### src/rtl/hiod_regs.svh
/*
  Constants for the host I/O order input decoder: word layout, function codes,
  configuration bit positions and mask, the handover mask, and the configuration reset value.
  Assumes inclusion by bare name from the package and the decoder module.
*/
`ifndef HIOD_REGS_SVH
`define HIOD_REGS_SVH

`define HIOD_WORD_W        16
`define HIOD_BOARD_W       6
`define HIOD_LINE_W        4
`define HIOD_FC_W          6
`define HIOD_FC_LSB        0
`define HIOD_LINE_LSB      6
`define HIOD_BOARD_LSB     10

`define HIOD_FC_CTRL_BYTE  6'h0e
`define HIOD_FC_RANGE      6'h0c
`define HIOD_FC_STATUS     6'h18
`define HIOD_FC_NEXT_STAT  6'h1a
`define HIOD_FC_CONFIG_IN  6'h10
`define HIOD_FC_CONFIG_OUT 6'h11
`define HIOD_FC_LINE_STAT  6'h1c
`define HIOD_FC_DEV_ID     6'h26
`define HIOD_FC_EXT_ID     6'h08
`define HIOD_FC_FW_REV     6'h04

// Word bit 0 is the leftmost bit, so documented bits 0, 3 and 4 sit at 15, 12 and 11.
`define HIOD_CFG_EXT_MODE  15
`define HIOD_CFG_RESTART   12
`define HIOD_CFG_LCT_WRITE 11
`define HIOD_CFG_MASK      16'h9800
`define HIOD_CFG_RESET     16'h0000

`define HIOD_CB_HANDOVER_MASK 8'h1f

`endif

### src/rtl/hiod_pkg.sv
/*
  Types shared by the host I/O order input decoder.
  Assumes the constants header is on the include path.
*/
`include "hiod_regs.svh"

package hiod_pkg;
  typedef logic [`HIOD_WORD_W-1:0]  hiod_word_t;
  typedef logic [`HIOD_FC_W-1:0]    hiod_fc_t;
  typedef logic [`HIOD_LINE_W-1:0]  hiod_line_t;
  typedef logic [`HIOD_BOARD_W-1:0] hiod_board_t;
  typedef enum logic [1:0] {HIOD_IDLE, HIOD_ANSWER} hiod_state_t;
endpackage

### src/rtl/hiod_decoder.sv
/*
  Host I/O order decoder for one board: takes a channel/function word with an
  operand, answers input orders with a 16-bit word, stores configuration words,
  advances the per-channel status pointer and flags illegal function codes.
  Assumes the control-block store, line units and adapters outside present
  the selected channel's bytes combinationally and that the status pointer
  storage lives here as a per-channel index presented back to that store.
*/
// Function
// Top six bits board, next four line
// Low six bits code; odd writes
// Orders acknowledged at once, refusals flagged
// Code 0e returns current control byte
// Handover reloads control bits 3-7 first
// Code 0c returns range bytes 4,3
// Code 18 returns status bytes 7,6
// Status word bit positions as documented
// Host ignores status until complete
// Status read keeps the status pointer
// Polling host repeats non-advancing read
// Code 1a advances status pointer
// Code 10 returns configuration, bit0 extended
// Configuration bit3 permits master clear
// Configuration bit4 line-table write permit
// Code 1c passes line-unit status through
// Code 26 returns fixed device identification
// Code 08 returns adapter, unit ident
// Code 04 returns both firmware revisions
// Host loads channel program before start
// Host starts program by channel control
// Unknown code sets illegal flag, stops
// One word answered, reserved bits zero
`timescale 1ns/1ps
`include "hiod_regs.svh"

module hiod_decoder #(
  parameter int                   LINES      = 16,
  parameter logic [5:0]           BOARD_ID   = 6'h01,
  parameter logic [15:0]          DEVICE_ID  = 16'h5a5a, // Arbitrary value.
  parameter logic [7:0]           BUS_FW_REV = 8'h01,
  parameter logic [7:0]           CCP_FW_REV = 8'h01
) (
  input  wire logic               clock,
  input  wire logic               reset,
  input  wire logic               order_valid,
  input  wire hiod_pkg::hiod_word_t channel_function_word,
  input  wire hiod_pkg::hiod_word_t host_operand,
  input  wire logic [7:0]         comm_control_block_ctrl,
  input  wire logic [7:0]         line_control_table_ctrl,
  input  wire logic               block_handover_op_done,
  input  wire logic [7:0]         comm_control_block_byte3,
  input  wire logic [7:0]         comm_control_block_byte4,
  input  wire logic [7:0]         comm_control_block_byte6,
  input  wire logic [7:0]         comm_control_block_byte7,
  input  wire hiod_pkg::hiod_word_t line_unit_status_reg,
  input  wire logic [3:0]         adapter_ident_reg,
  input  wire logic [3:0]         line_unit_ident_reg,
  output logic                    order_ack,
  output logic                    order_refused,
  output hiod_pkg::hiod_word_t    answer_data,
  output logic                    answer_valid,
  output hiod_pkg::hiod_line_t    line_select,
  output logic [LINES*4-1:0]      status_pointer,
  output logic [LINES-1:0]        illegal_function_flag,
  output logic [LINES-1:0]        stop_io,
  output logic [LINES-1:0]        extended_mode,
  output logic [LINES-1:0]        master_clear_permit,
  output logic [LINES-1:0]        line_table_write_permit
);
  import hiod_pkg::*;

  hiod_word_t  config_r [LINES];
  hiod_word_t  answer_nxt;
  hiod_board_t board_sel;
  hiod_line_t  line_sel;
  hiod_fc_t    function_code;
  logic        for_us;
  logic        is_write;
  logic        known_code;
  logic        line_ok;
  logic [7:0]  ctrl_byte;
  hiod_word_t  status_word;

  assign board_sel     = channel_function_word[`HIOD_BOARD_LSB +: `HIOD_BOARD_W];
  assign line_sel      = channel_function_word[`HIOD_LINE_LSB +: `HIOD_LINE_W];
  assign function_code = channel_function_word[`HIOD_FC_LSB +: `HIOD_FC_W];
  assign is_write      = function_code[0];
  assign for_us        = order_valid && (board_sel == BOARD_ID);
  // A line channel with no adapter behind it cannot serve the order.
  assign line_ok       = 32'(line_sel) < LINES;

  // Handover reloads bits 3-7 from the line table before the byte goes out.
  assign ctrl_byte = block_handover_op_done
    ? ((comm_control_block_ctrl & ~`HIOD_CB_HANDOVER_MASK)
       | (line_control_table_ctrl & `HIOD_CB_HANDOVER_MASK))
    : comm_control_block_ctrl;

  // Byte 7 carries bits 0-7 (left), byte 6 bits 8-15 (right), bit 0 as MSB.
  assign status_word = {comm_control_block_byte7, comm_control_block_byte6};

  assign known_code = (function_code == `HIOD_FC_CTRL_BYTE)
                   || (function_code == `HIOD_FC_RANGE)
                   || (function_code == `HIOD_FC_STATUS)
                   || (function_code == `HIOD_FC_NEXT_STAT)
                   || (function_code == `HIOD_FC_CONFIG_IN)
                   || (function_code == `HIOD_FC_CONFIG_OUT)
                   || (function_code == `HIOD_FC_LINE_STAT)
                   || (function_code == `HIOD_FC_DEV_ID)
                   || (function_code == `HIOD_FC_EXT_ID)
                   || (function_code == `HIOD_FC_FW_REV);

  always_comb
  begin
    answer_nxt = 16'h0000;
    unique case (function_code)
      `HIOD_FC_CTRL_BYTE: answer_nxt = {ctrl_byte, 8'h00};
      `HIOD_FC_RANGE:     answer_nxt = {comm_control_block_byte4,
                                        comm_control_block_byte3};
      `HIOD_FC_STATUS:    answer_nxt = status_word;
      `HIOD_FC_NEXT_STAT: answer_nxt = status_word;
      `HIOD_FC_CONFIG_IN: answer_nxt = config_r[line_sel[$clog2(LINES)-1:0]]
                                       & `HIOD_CFG_MASK;
      `HIOD_FC_LINE_STAT: answer_nxt = line_unit_status_reg;
      `HIOD_FC_DEV_ID:    answer_nxt = DEVICE_ID;
      `HIOD_FC_EXT_ID:    answer_nxt = {adapter_ident_reg, line_unit_ident_reg,
                                        8'h00};
      `HIOD_FC_FW_REV:    answer_nxt = {BUS_FW_REV, CCP_FW_REV};
      default:            answer_nxt = 16'h0000;
    endcase
  end

  always_ff @(posedge clock)
  begin
    if (reset)
    begin
      order_ack     <= 1'b0;
      order_refused <= 1'b0;
      answer_valid  <= 1'b0;
      answer_data   <= 16'h0000;
      line_select   <= 4'h0;
    end
    else
    begin
      order_ack     <= for_us && line_ok && known_code;
      order_refused <= for_us && !(line_ok && known_code);
      answer_valid  <= for_us && line_ok && known_code && !is_write;
      // A refused read must not leak a half-decoded word onto the answer lines.
      answer_data   <= (for_us && line_ok && known_code && !is_write)
                       ? answer_nxt : 16'h0000;
      line_select   <= line_sel;
    end
  end

  // Per-channel state: configuration, status pointer, illegal flag and stop.
  for (genvar ch = 0; ch < LINES; ch++)
  begin : g_chan
    logic hit;
    assign hit = for_us && (32'(line_sel) == ch);

    always_ff @(posedge clock)
    begin
      if (reset)
      begin
        config_r[ch]                <= `HIOD_CFG_RESET;
        status_pointer[ch*4 +: 4]   <= 4'h0;
        illegal_function_flag[ch]   <= 1'b0;
        stop_io[ch]                 <= 1'b0;
      end
      else
      begin
        if (hit && function_code == `HIOD_FC_CONFIG_OUT)
          config_r[ch] <= host_operand & `HIOD_CFG_MASK;
        if (hit && function_code == `HIOD_FC_NEXT_STAT)
          status_pointer[ch*4 +: 4] <= status_pointer[ch*4 +: 4] + 4'h1;
        // The flag is sticky here; clearing belongs to the interrupt status read.
        if (hit && !known_code)
          illegal_function_flag[ch] <= 1'b1;
        stop_io[ch] <= hit && !known_code;
      end
    end

    assign extended_mode[ch]           = config_r[ch][`HIOD_CFG_EXT_MODE];
    assign master_clear_permit[ch]     = config_r[ch][`HIOD_CFG_RESTART];
    assign line_table_write_permit[ch] = config_r[ch][`HIOD_CFG_LCT_WRITE];
  end

endmodule

### config.mk
export PLATFORM = sky130hd
export DESIGN_NAME = hiod_decoder
export DESIGN_NICKNAME = d
export VERILOG_FILES = /design/src/rtl/hiod_pkg.sv /design/src/rtl/hiod_decoder.sv
export VERILOG_INCLUDE_DIRS = /design/src /design/src/rtl
export SDC_FILE = /design/constraint.sdc
export NUM_CORES = 1
export LEC_CHECK = 0
export BUFFER_PORTS_ARGS = -buffer_cell sky130_fd_sc_hd__buf_2
export CAP_MARGIN = 5
export CORE_MARGIN = 4
export CORE_UTILIZATION = 34
export DETAILED_ROUTE_END_ITERATION = 8
export GPL_TIMING_DRIVEN = 0
export PLACE_DENSITY = 0.61
export SLEW_MARGIN = 20
export SYNTH_ARGS = -nofsm -noshare
export SYNTH_HDL_FRONTEND = slang
export SYNTH_SLANG_ARGS = --single-unit
export TNS_END_PERCENT = 20
### constraint.sdc
create_clock -name clock -period 2.45 [get_ports clock]
set_input_delay 0.3675 -clock clock [delete_from_list [all_inputs] [get_ports clock]]
set_output_delay 0.3675 -clock clock [all_outputs]
set_load 0.01 [all_outputs]
# Yosys cells after proc, flatten, opt, wreduce, memory -nomap -nowiden
# Memories as Yosys holds them, arrays and structs flattened.
# Index checks and enable logic that the tools add are counted.
[classes] n_addsub=16 eq_ne=26 n_mux=68 n_bitwise=18 reduce_logical=82
[ops] cell="$pmux 16 s8" count=1
[ops] cell="$logic_and 1x1->1" count=68
[ops] cell="$add 4x1->4 const B" count=16
[ops] cell="$mux 1" count=50
[ops] cell="$mux 3" count=16
[ops] cell="$eq 4x4->1 const B" count=8
[ops] cell="$eq 6x5->1 const B" count=5
[ops] cell="$eq 6x4->1 const B" count=3
[ops] cell="$eq 4x3->1 const B" count=4
[ops] cell="$or 1x1->1" count=16
[ops] cell="$logic_or 1x1->1" count=9
[ops] cell="$eq 4x2->1 const B" count=2
[ops] cell="$mux 8" count=1
[ops] cell="$or 8x5->8" count=1
[ops] cell="$eq 6x1->1 const B" count=1
[ops] cell="$eq 6x3->1 const B" count=1
[ops] cell="$eq 6x6->1 const B" count=1
[ops] cell="$eq 4x1->1 const B" count=1
[ops] cell="$logic_not 4->1" count=1
[ops] cell="$reduce_or 2->1" count=2
[ops] cell="$logic_not 1->1" count=2
[ops] cell="$not 1->1" count=1
[word_totals] regBits=119 ramBits=48 inputBits=108 output_inout_bits=167 word_cells=264 memories=1
[memory_table] memory="config_r" depth=16 word_bits=3 read_ports=17 rd_clocked_by_memory_dff=0 write_ports=16 line="hiod_decoder.sv:72" source="hiod_word_t config_r [LINES];"

# Longest topological paths before layout
# Gate-level depths: netlist of the first run.
[depth] word_depth=14 depth_mapped=9 mapped_depth_nobuf=5

# Worst setup path before layout of the first run
# Ideal clock, no wire load.
[synth_path] path_kind="in2reg" start="input channel_function_word[2]" end="memory config_r[7][0] (netlist name), enable pin" setup_ns=0.327 arrival_ns=1.988 required_time_ns=2.123 setup_slack_ns=0.134 path_stages=6 path_buffers=3 cell_sequence="buf_6 or4b_4 or3b_1 buf_6 clkbuf_1 o21bai_1"
[synth_lines] item="start: declaration" line="hiod_decoder.sv:46" source="input wire hiod_pkg::hiod_word_t channel_function_word,"
[synth_lines] item="end: declaration" line="hiod_decoder.sv:72"

==> metrics.csv, run 1 <==
metric,value,unit
ctsResizeCount,0,
crit_path_end_kind,flip-flop,
grt_antenna_before_repair,0,
initial_utilization,0.349,
synth_area_per_cell,9.91,um^2
critical_path_required,2.55,ns
power,6.06,mW
die_area,24100,um^2
worstSkewPairLatency,0.43,ns
outcome,finished clean,
synth_cell_types,55,
post-dp-hpwl,20300,um
postCtsSetupBuffers,0,
ant_nets,0,
rsz0062_at_grt,no,
yosysMostFrequentCell,nor2_1,
die_w,155,um
cts_hold_buf,0,
maxCapViolCount,0,
overflow,0,
synth.area.top_cells,"dfxtp_1, edfxtp_1, nor2_1",
gp_congestion,0.860,
critPathBufInv,2,
synth_warnings,0,
final_nets,1140,
drt-initial-drc-count,556,
yosysTopAreaCellShare,0.323,
clockRootBuffer,clkbuf_16,
worst-setup-path-type,in -> reg,
postLayoutCoreUtil,0.453,
first_pass_iters,6,
p_leak,3.92,nW
rows,53,
drc,0,
cts-buffers-inserted,17,
synth_commonest_cells,"nor2_1, dfxtp_1, edfxtp_1, clkbuf_1, nand3_1",
antenna_cells,0,
finalSetupViolCount,0,
hold_violations,0,
hold_class,in -> reg,
seqCellArea,3820,um^2
fmax,441,MHz
synth_top_area_cell,dfxtp_1,
clockBufferDepth,2,
ir_drop,371,uV
grt_max_degree,17,
syn_to_final_growth,30.0,%
crit_family,simple AND/OR/NAND/NOR gates,
maxSlewHeadroom,0.335,
vias,6862,
synth-seq-area-share,0.518,
top_level_ports,275,
cts.clk_slew.worst_paths,0.07,ns
synthesis.area,7380,um^2
cp_max_fo,10,
core,21200,um^2
finalSetupTns,0,ns
viasPerCell,5.26,
avgRoutedWirePerCell,20.2,um
crit_path_cell_trace,"buf_2, nor3b_2, clkbuf_1, nand4_1, o21bai_1",
routed_wl,26300,um
tightest_slew,0.983,ns
chipHeight,155,um
grt_pass1_wl,39300,um
layout_min_cycle_time,2.27,ns
slowest_stage,nand4_1,
grt.total_usage,0.212,
cp.arrival,2.37,ns
maxSlewViolCount,0,
h-tree-depth,4,
ys_seq_elements,167,
timing.final.crit_share,0.926,
crit_path_max_incr_delay,0.53,ns
numPortBuffers,253,
clock-sinks,167,
skew,0.0104,ns
synth_edf_count,48,
synthArstFlopShare,0,
multiInputGateArea,3300,um^2
synthCells,744,
syn-num-nets,868,
powerDensity,631,nW/um^2
fillerInstances,2094,
drive_gt1_frac,0.317,
synthFlopType,dfxtp_1,
cts_tree,done,
fin_cells,1304,
startpoint_type,primary input,
placed_cells,1272,
grt_pass1_vias,6761,
==> cell type report <==
cell class / instances / share of cell area
Buffer: 51 / 0.0265
Clock buffer: 19 / 0.0484
Clock inverter: 13 / 0.0134
Inverter: 3 / 0.00117
Multi-Input combinational cell: 523 / 0.344
Sequential cell: 167 / 0.399
Tap cell: 275 / 0.0359
Timing Repair Buffer: 253 / 0.132
==> kinds of logic (layout without fill, tap and decap cells) <==
kind of cell / count (synthesis) / in the layout / synth area share
XOR/XNOR: 48 / 48 / 0.0570
multiplexers: 27 / 27 / 0.0446
flip-flops: 167 / 167 / 0.518
adder cells (fa/ha/maj): 16 / 16 / 0.0271
AO/OA/AOI/OAI: 119 / 119 / 0.109
AND/OR/NAND/NOR: 313 / 313 / 0.208
buffers and inverters: 54 / 339 / 0.0360
==> worst min-delay path: cells and delay by family <==
kind | cells | cell delay (ns)
buf+inv | 1 | 0.09
simple gates | 1 | 0.04
compound gates | 1 | 0.05
==> worst paths after layout <==
path                            cells past startpoint                               endpoint  slack, ns                             startpoint
worst max-delay path                                5           config_r[6][2]$_SDFFCE_PN0P_       0.18              channel_function_word[11]
worst min register to register                      2  illegal_function_flag[0]$_SDFFE_PP0P_       0.46  illegal_function_flag[0]$_SDFFE_PP0P_
worst min-delay path                                3              answer_data[7]$_SDFF_PP0_       0.17            comm_control_block_byte6[7]
worst max register to register                      4             answer_data[11]$_SDFF_PP0_       0.86           config_r[3][0]$_SDFFCE_PN0P_
==> where the power goes <==
part | switching, mW | total (mW) | internal [mW]
registers | 0.0315 | 2.91 | 2.88
logic | 0.253 | 0.421 | 0.168
clock network | 1.20 | 2.72 | 1.52
total | 1.49 | 6.06 | 4.57
==> registers in the layout (all words and copies together), names as in the netlist <==
signal / count
order_ack: 1
illegal_function_flag: 16
answer_valid: 1
status_pointer: 64
config_r: 48
line_select: 4
order_refused: 1
answer_data: 16
stop_io: 16
==> layer usage <==
metal / up-vias / routed length (um) / track usage
met5: - / 0 / 0
met4: 0 / 518 / 0.0617
met3: 36 / 2360 / 0.0490
met2: 326 / 12200 / 0.348
met1: 3280 / 11200 / 0.280
li1: 3220 / - / -
==> layout by cell type (no fill, tap or decap), types with 17 or more instances in the layout <==
| cell type | n |
|---|---|
| nand2_1 | 32 |
| clkbuf_1 | 35 |
| nor4_1 | 23 |
| a31oi_1 | 24 |
| clkbuf_16 | 18 |
| xnor2_1 | 32 |
| a21oi_1 | 24 |
| nand4_1 | 17 |
| nor3_1 | 21 |
| dfxtp_1 | 119 |
| buf_2 | 260 |
| edfxtp_1 | 48 |
| nor2_1 | 144 |
| nand3_1 | 34 |
==> through the flow <==
| step | hold WS [ns] | setup slack, ns | instance area [um^2] |
|---|---|---|---|
| after floorplan | 0.501 | 0.134 | 7380 |
| after global placement | 0.444 | -0.342 | 8990 |
| after detailed placement | 0.449 | -0.286 | 9000 |
| after CTS | 0.159 | 0.178 | 9590 |
| after global routing | 0.163 | 0.0192 | 9590 |
| final | 0.172 | 0.182 | 9590 |
No activity file was read; power rests on OpenSTA's default activity.
==> run 2: changes to the inputs <==
Settings changed: CORE_UTILIZATION 34 to 45, PLACE_DENSITY 0.61 to 0.77.
==> run 2 against run 1 <==
  * Utilization increased by 14 points
  * First-iteration DRC count unchanged
  * Sequential power about the same
  * Combinational power decreased by 2%
  * Non-clock buffer count unchanged
  * Hold slack about the same
  * Die area decreased by 23%
  * Register-to-register slack improved by 0.11 ns
  * Critical path depth unchanged
  * Final cell count decreased by 4.6%
  * Setup slack got worse by 0.098 ns
  * Total power decreased by 1.4%
  * Highest routed layer unchanged
==> metrics.csv, run 2 (synthesized netlist as in run 1, its figures left out) <==
metric,value,unit,change
outcome,finished clean,,
skew,0.00957,ns,-0.000807 ns
timing.final.crit_share,0.966,,+0.0400
final_cell_mix,"buf_2, nor2_1, dfxtp_1",,
p_leak,3.90,nW,-0.61%
clockBufferDepth,2,,unchanged
crit_family,simple AND/OR/NAND/NOR gates,,
final_common_cell,buf_2,,
top_level_ports,275,,unchanged
avgRoutedWirePerCell,19.2,um,-4.9%
drt-initial-drc-count,556,,unchanged
vias,6839,,-0.34%
postCtsSetupBuffers,0,,unchanged
fmax,423,MHz,-4.1%
antenna_cells,0,,unchanged
syn_to_final_growth,28.7,%,
grt.total_usage,0.251,,+0.0385
top_regs,"status_pointer: 64 flops, config_r: 48 flops",,
numPortBuffers,253,,unchanged
top_register,status_pointer,,
maxSlewViolCount,0,,unchanged
tightest_slew,1.12,ns,+0.135 ns
viasPerCell,5.50,,+4.5%
drive_gt1_frac,0.311,,-0.00553
gp_congestion,0.892,,+3.8%
crit_path_end_kind,flip-flop,,
cp.arrival,2.45,ns,+0.08 ns
grt_pass1_vias,6509,,-3.7%
cp_max_fo,10,,unchanged
crit_path_cell_trace,"buf_2, nor3b_2, clkbuf_1, nand4_1, o21bai_1",,
cts-buffers-inserted,17,,unchanged
routed_wl,23900,um,-9.2%
grt_pass1_wl,35300,um,-10%
finalSetupViolCount,0,,unchanged
pre_cts_ws,-0.317,ns,-0.0306 ns
grt_antenna_before_repair,0,,unchanged
rsz0062_at_grt,no,,
final_nets,1140,,unchanged
grt_max_degree,17,,unchanged
powerDensity,629,nW/um^2,-0.37%
maxSlewHeadroom,0.248,,-0.0876
rows,46,,-13%
maxCapViolCount,0,,unchanged
core,16000,um^2,-24%
ir_drop,546,uV,+47%
ctsResizeCount,0,,unchanged
slowest_stage,nand4_1,,
drc,0,,unchanged
setup_ws,0.0845,ns,-0.0980 ns
clock-sinks,167,,unchanged
h-tree-depth,4,,unchanged
worst-setup-path-type,in -> reg,,
cts_tree,done,,
chipHeight,136,um,-12%
critPathBufInv,2,,unchanged
ant_nets,0,,unchanged
die_w,136,um,-12%
critical_path_required,2.54,ns,about the same
hold_class,in -> reg,,
power,5.97,mW,-1.4%
initial_utilization,0.461,,+0.112
clockRootBuffer,clkbuf_16,,
largest_reg_flops,64,,unchanged
hold_violations,0,,unchanged
post-dp-hpwl,18200,um,-10%
layout_min_cycle_time,2.37,ns,+0.0980 ns
cts.clk_slew.worst_paths,0.06,ns,about the same
worstSkewPairLatency,0.44,ns,about the same
crit_path_max_incr_delay,0.54,ns,about the same
overflow,0,,unchanged
cts_hold_buf,0,,unchanged
startpoint_type,primary input,,
die_area,18500,um^2,-23%
first_pass_iters,5,,-1
run 2: routing by layer:
metal	track usage	vias to the layer above	part of all wire
met5	0	-	0
met4	0.0890	0	0.022
met3	0.0588	41	0.084
met2	0.411	340	0.47
met1	0.325	3231	0.42
li1	-	3227	-
run 2: where the power goes:
group          internal [mW]  total [mW]  switching (mW)
Combinational          0.168       0.411           0.243
Clock                   1.58        2.65            1.07
Sequential              2.88        2.91          0.0287
run 2: final timing paths:
kind | start | to | slack (ns) | cells past startpoint
max | channel_function_word[11] | config_r[6][0]$_SDFFCE_PN0P_ | 0.08 | 5
min | comm_control_block_byte6[7] | answer_data[7]$_SDFF_PP0_ | 0.17 | 3
max reg2reg | config_r[11][2]$_SDFFCE_PN0P_ | answer_data[15]$_SDFF_PP0_ | 0.97 | 4
min reg2reg | illegal_function_flag[9]$_SDFFE_PP0P_ | illegal_function_flag[9]$_SDFFE_PP0P_ | 0.48 | 2
run 2: final cells by class:
type / instances / area (um^2)
multi-input combinational: 523 / 3290
inverter: 3 / 11.3
timing repair buffer: 253 / 1270
tap: 216 / 270
buffer: 51 / 254
clock inverter: 7 / 96.3
clock buffer: 24 / 483
sequential: 167 / 3820
fill: 1393 / 6510
run 2: through the flow:
step	cell area, um^2	util	hold WS, ns	cells	TNS [ns]
after floorplan	7380	-	0.501	744	0
after global placement	8910	0.557	0.444	1213	-5.83
after detailed placement	8910	0.557	0.457	1213	-8.10
after CTS	9490	0.593	0.162	1244	0
after global routing	9490	0.593	0.175	1244	0
final	9490	0.593	0.172	1244	0
run 2: worst min-delay path, stage by stage:
cell	delay, ns
buf_2	0.10
nand2_1	0.04
a21oi_1	0.05
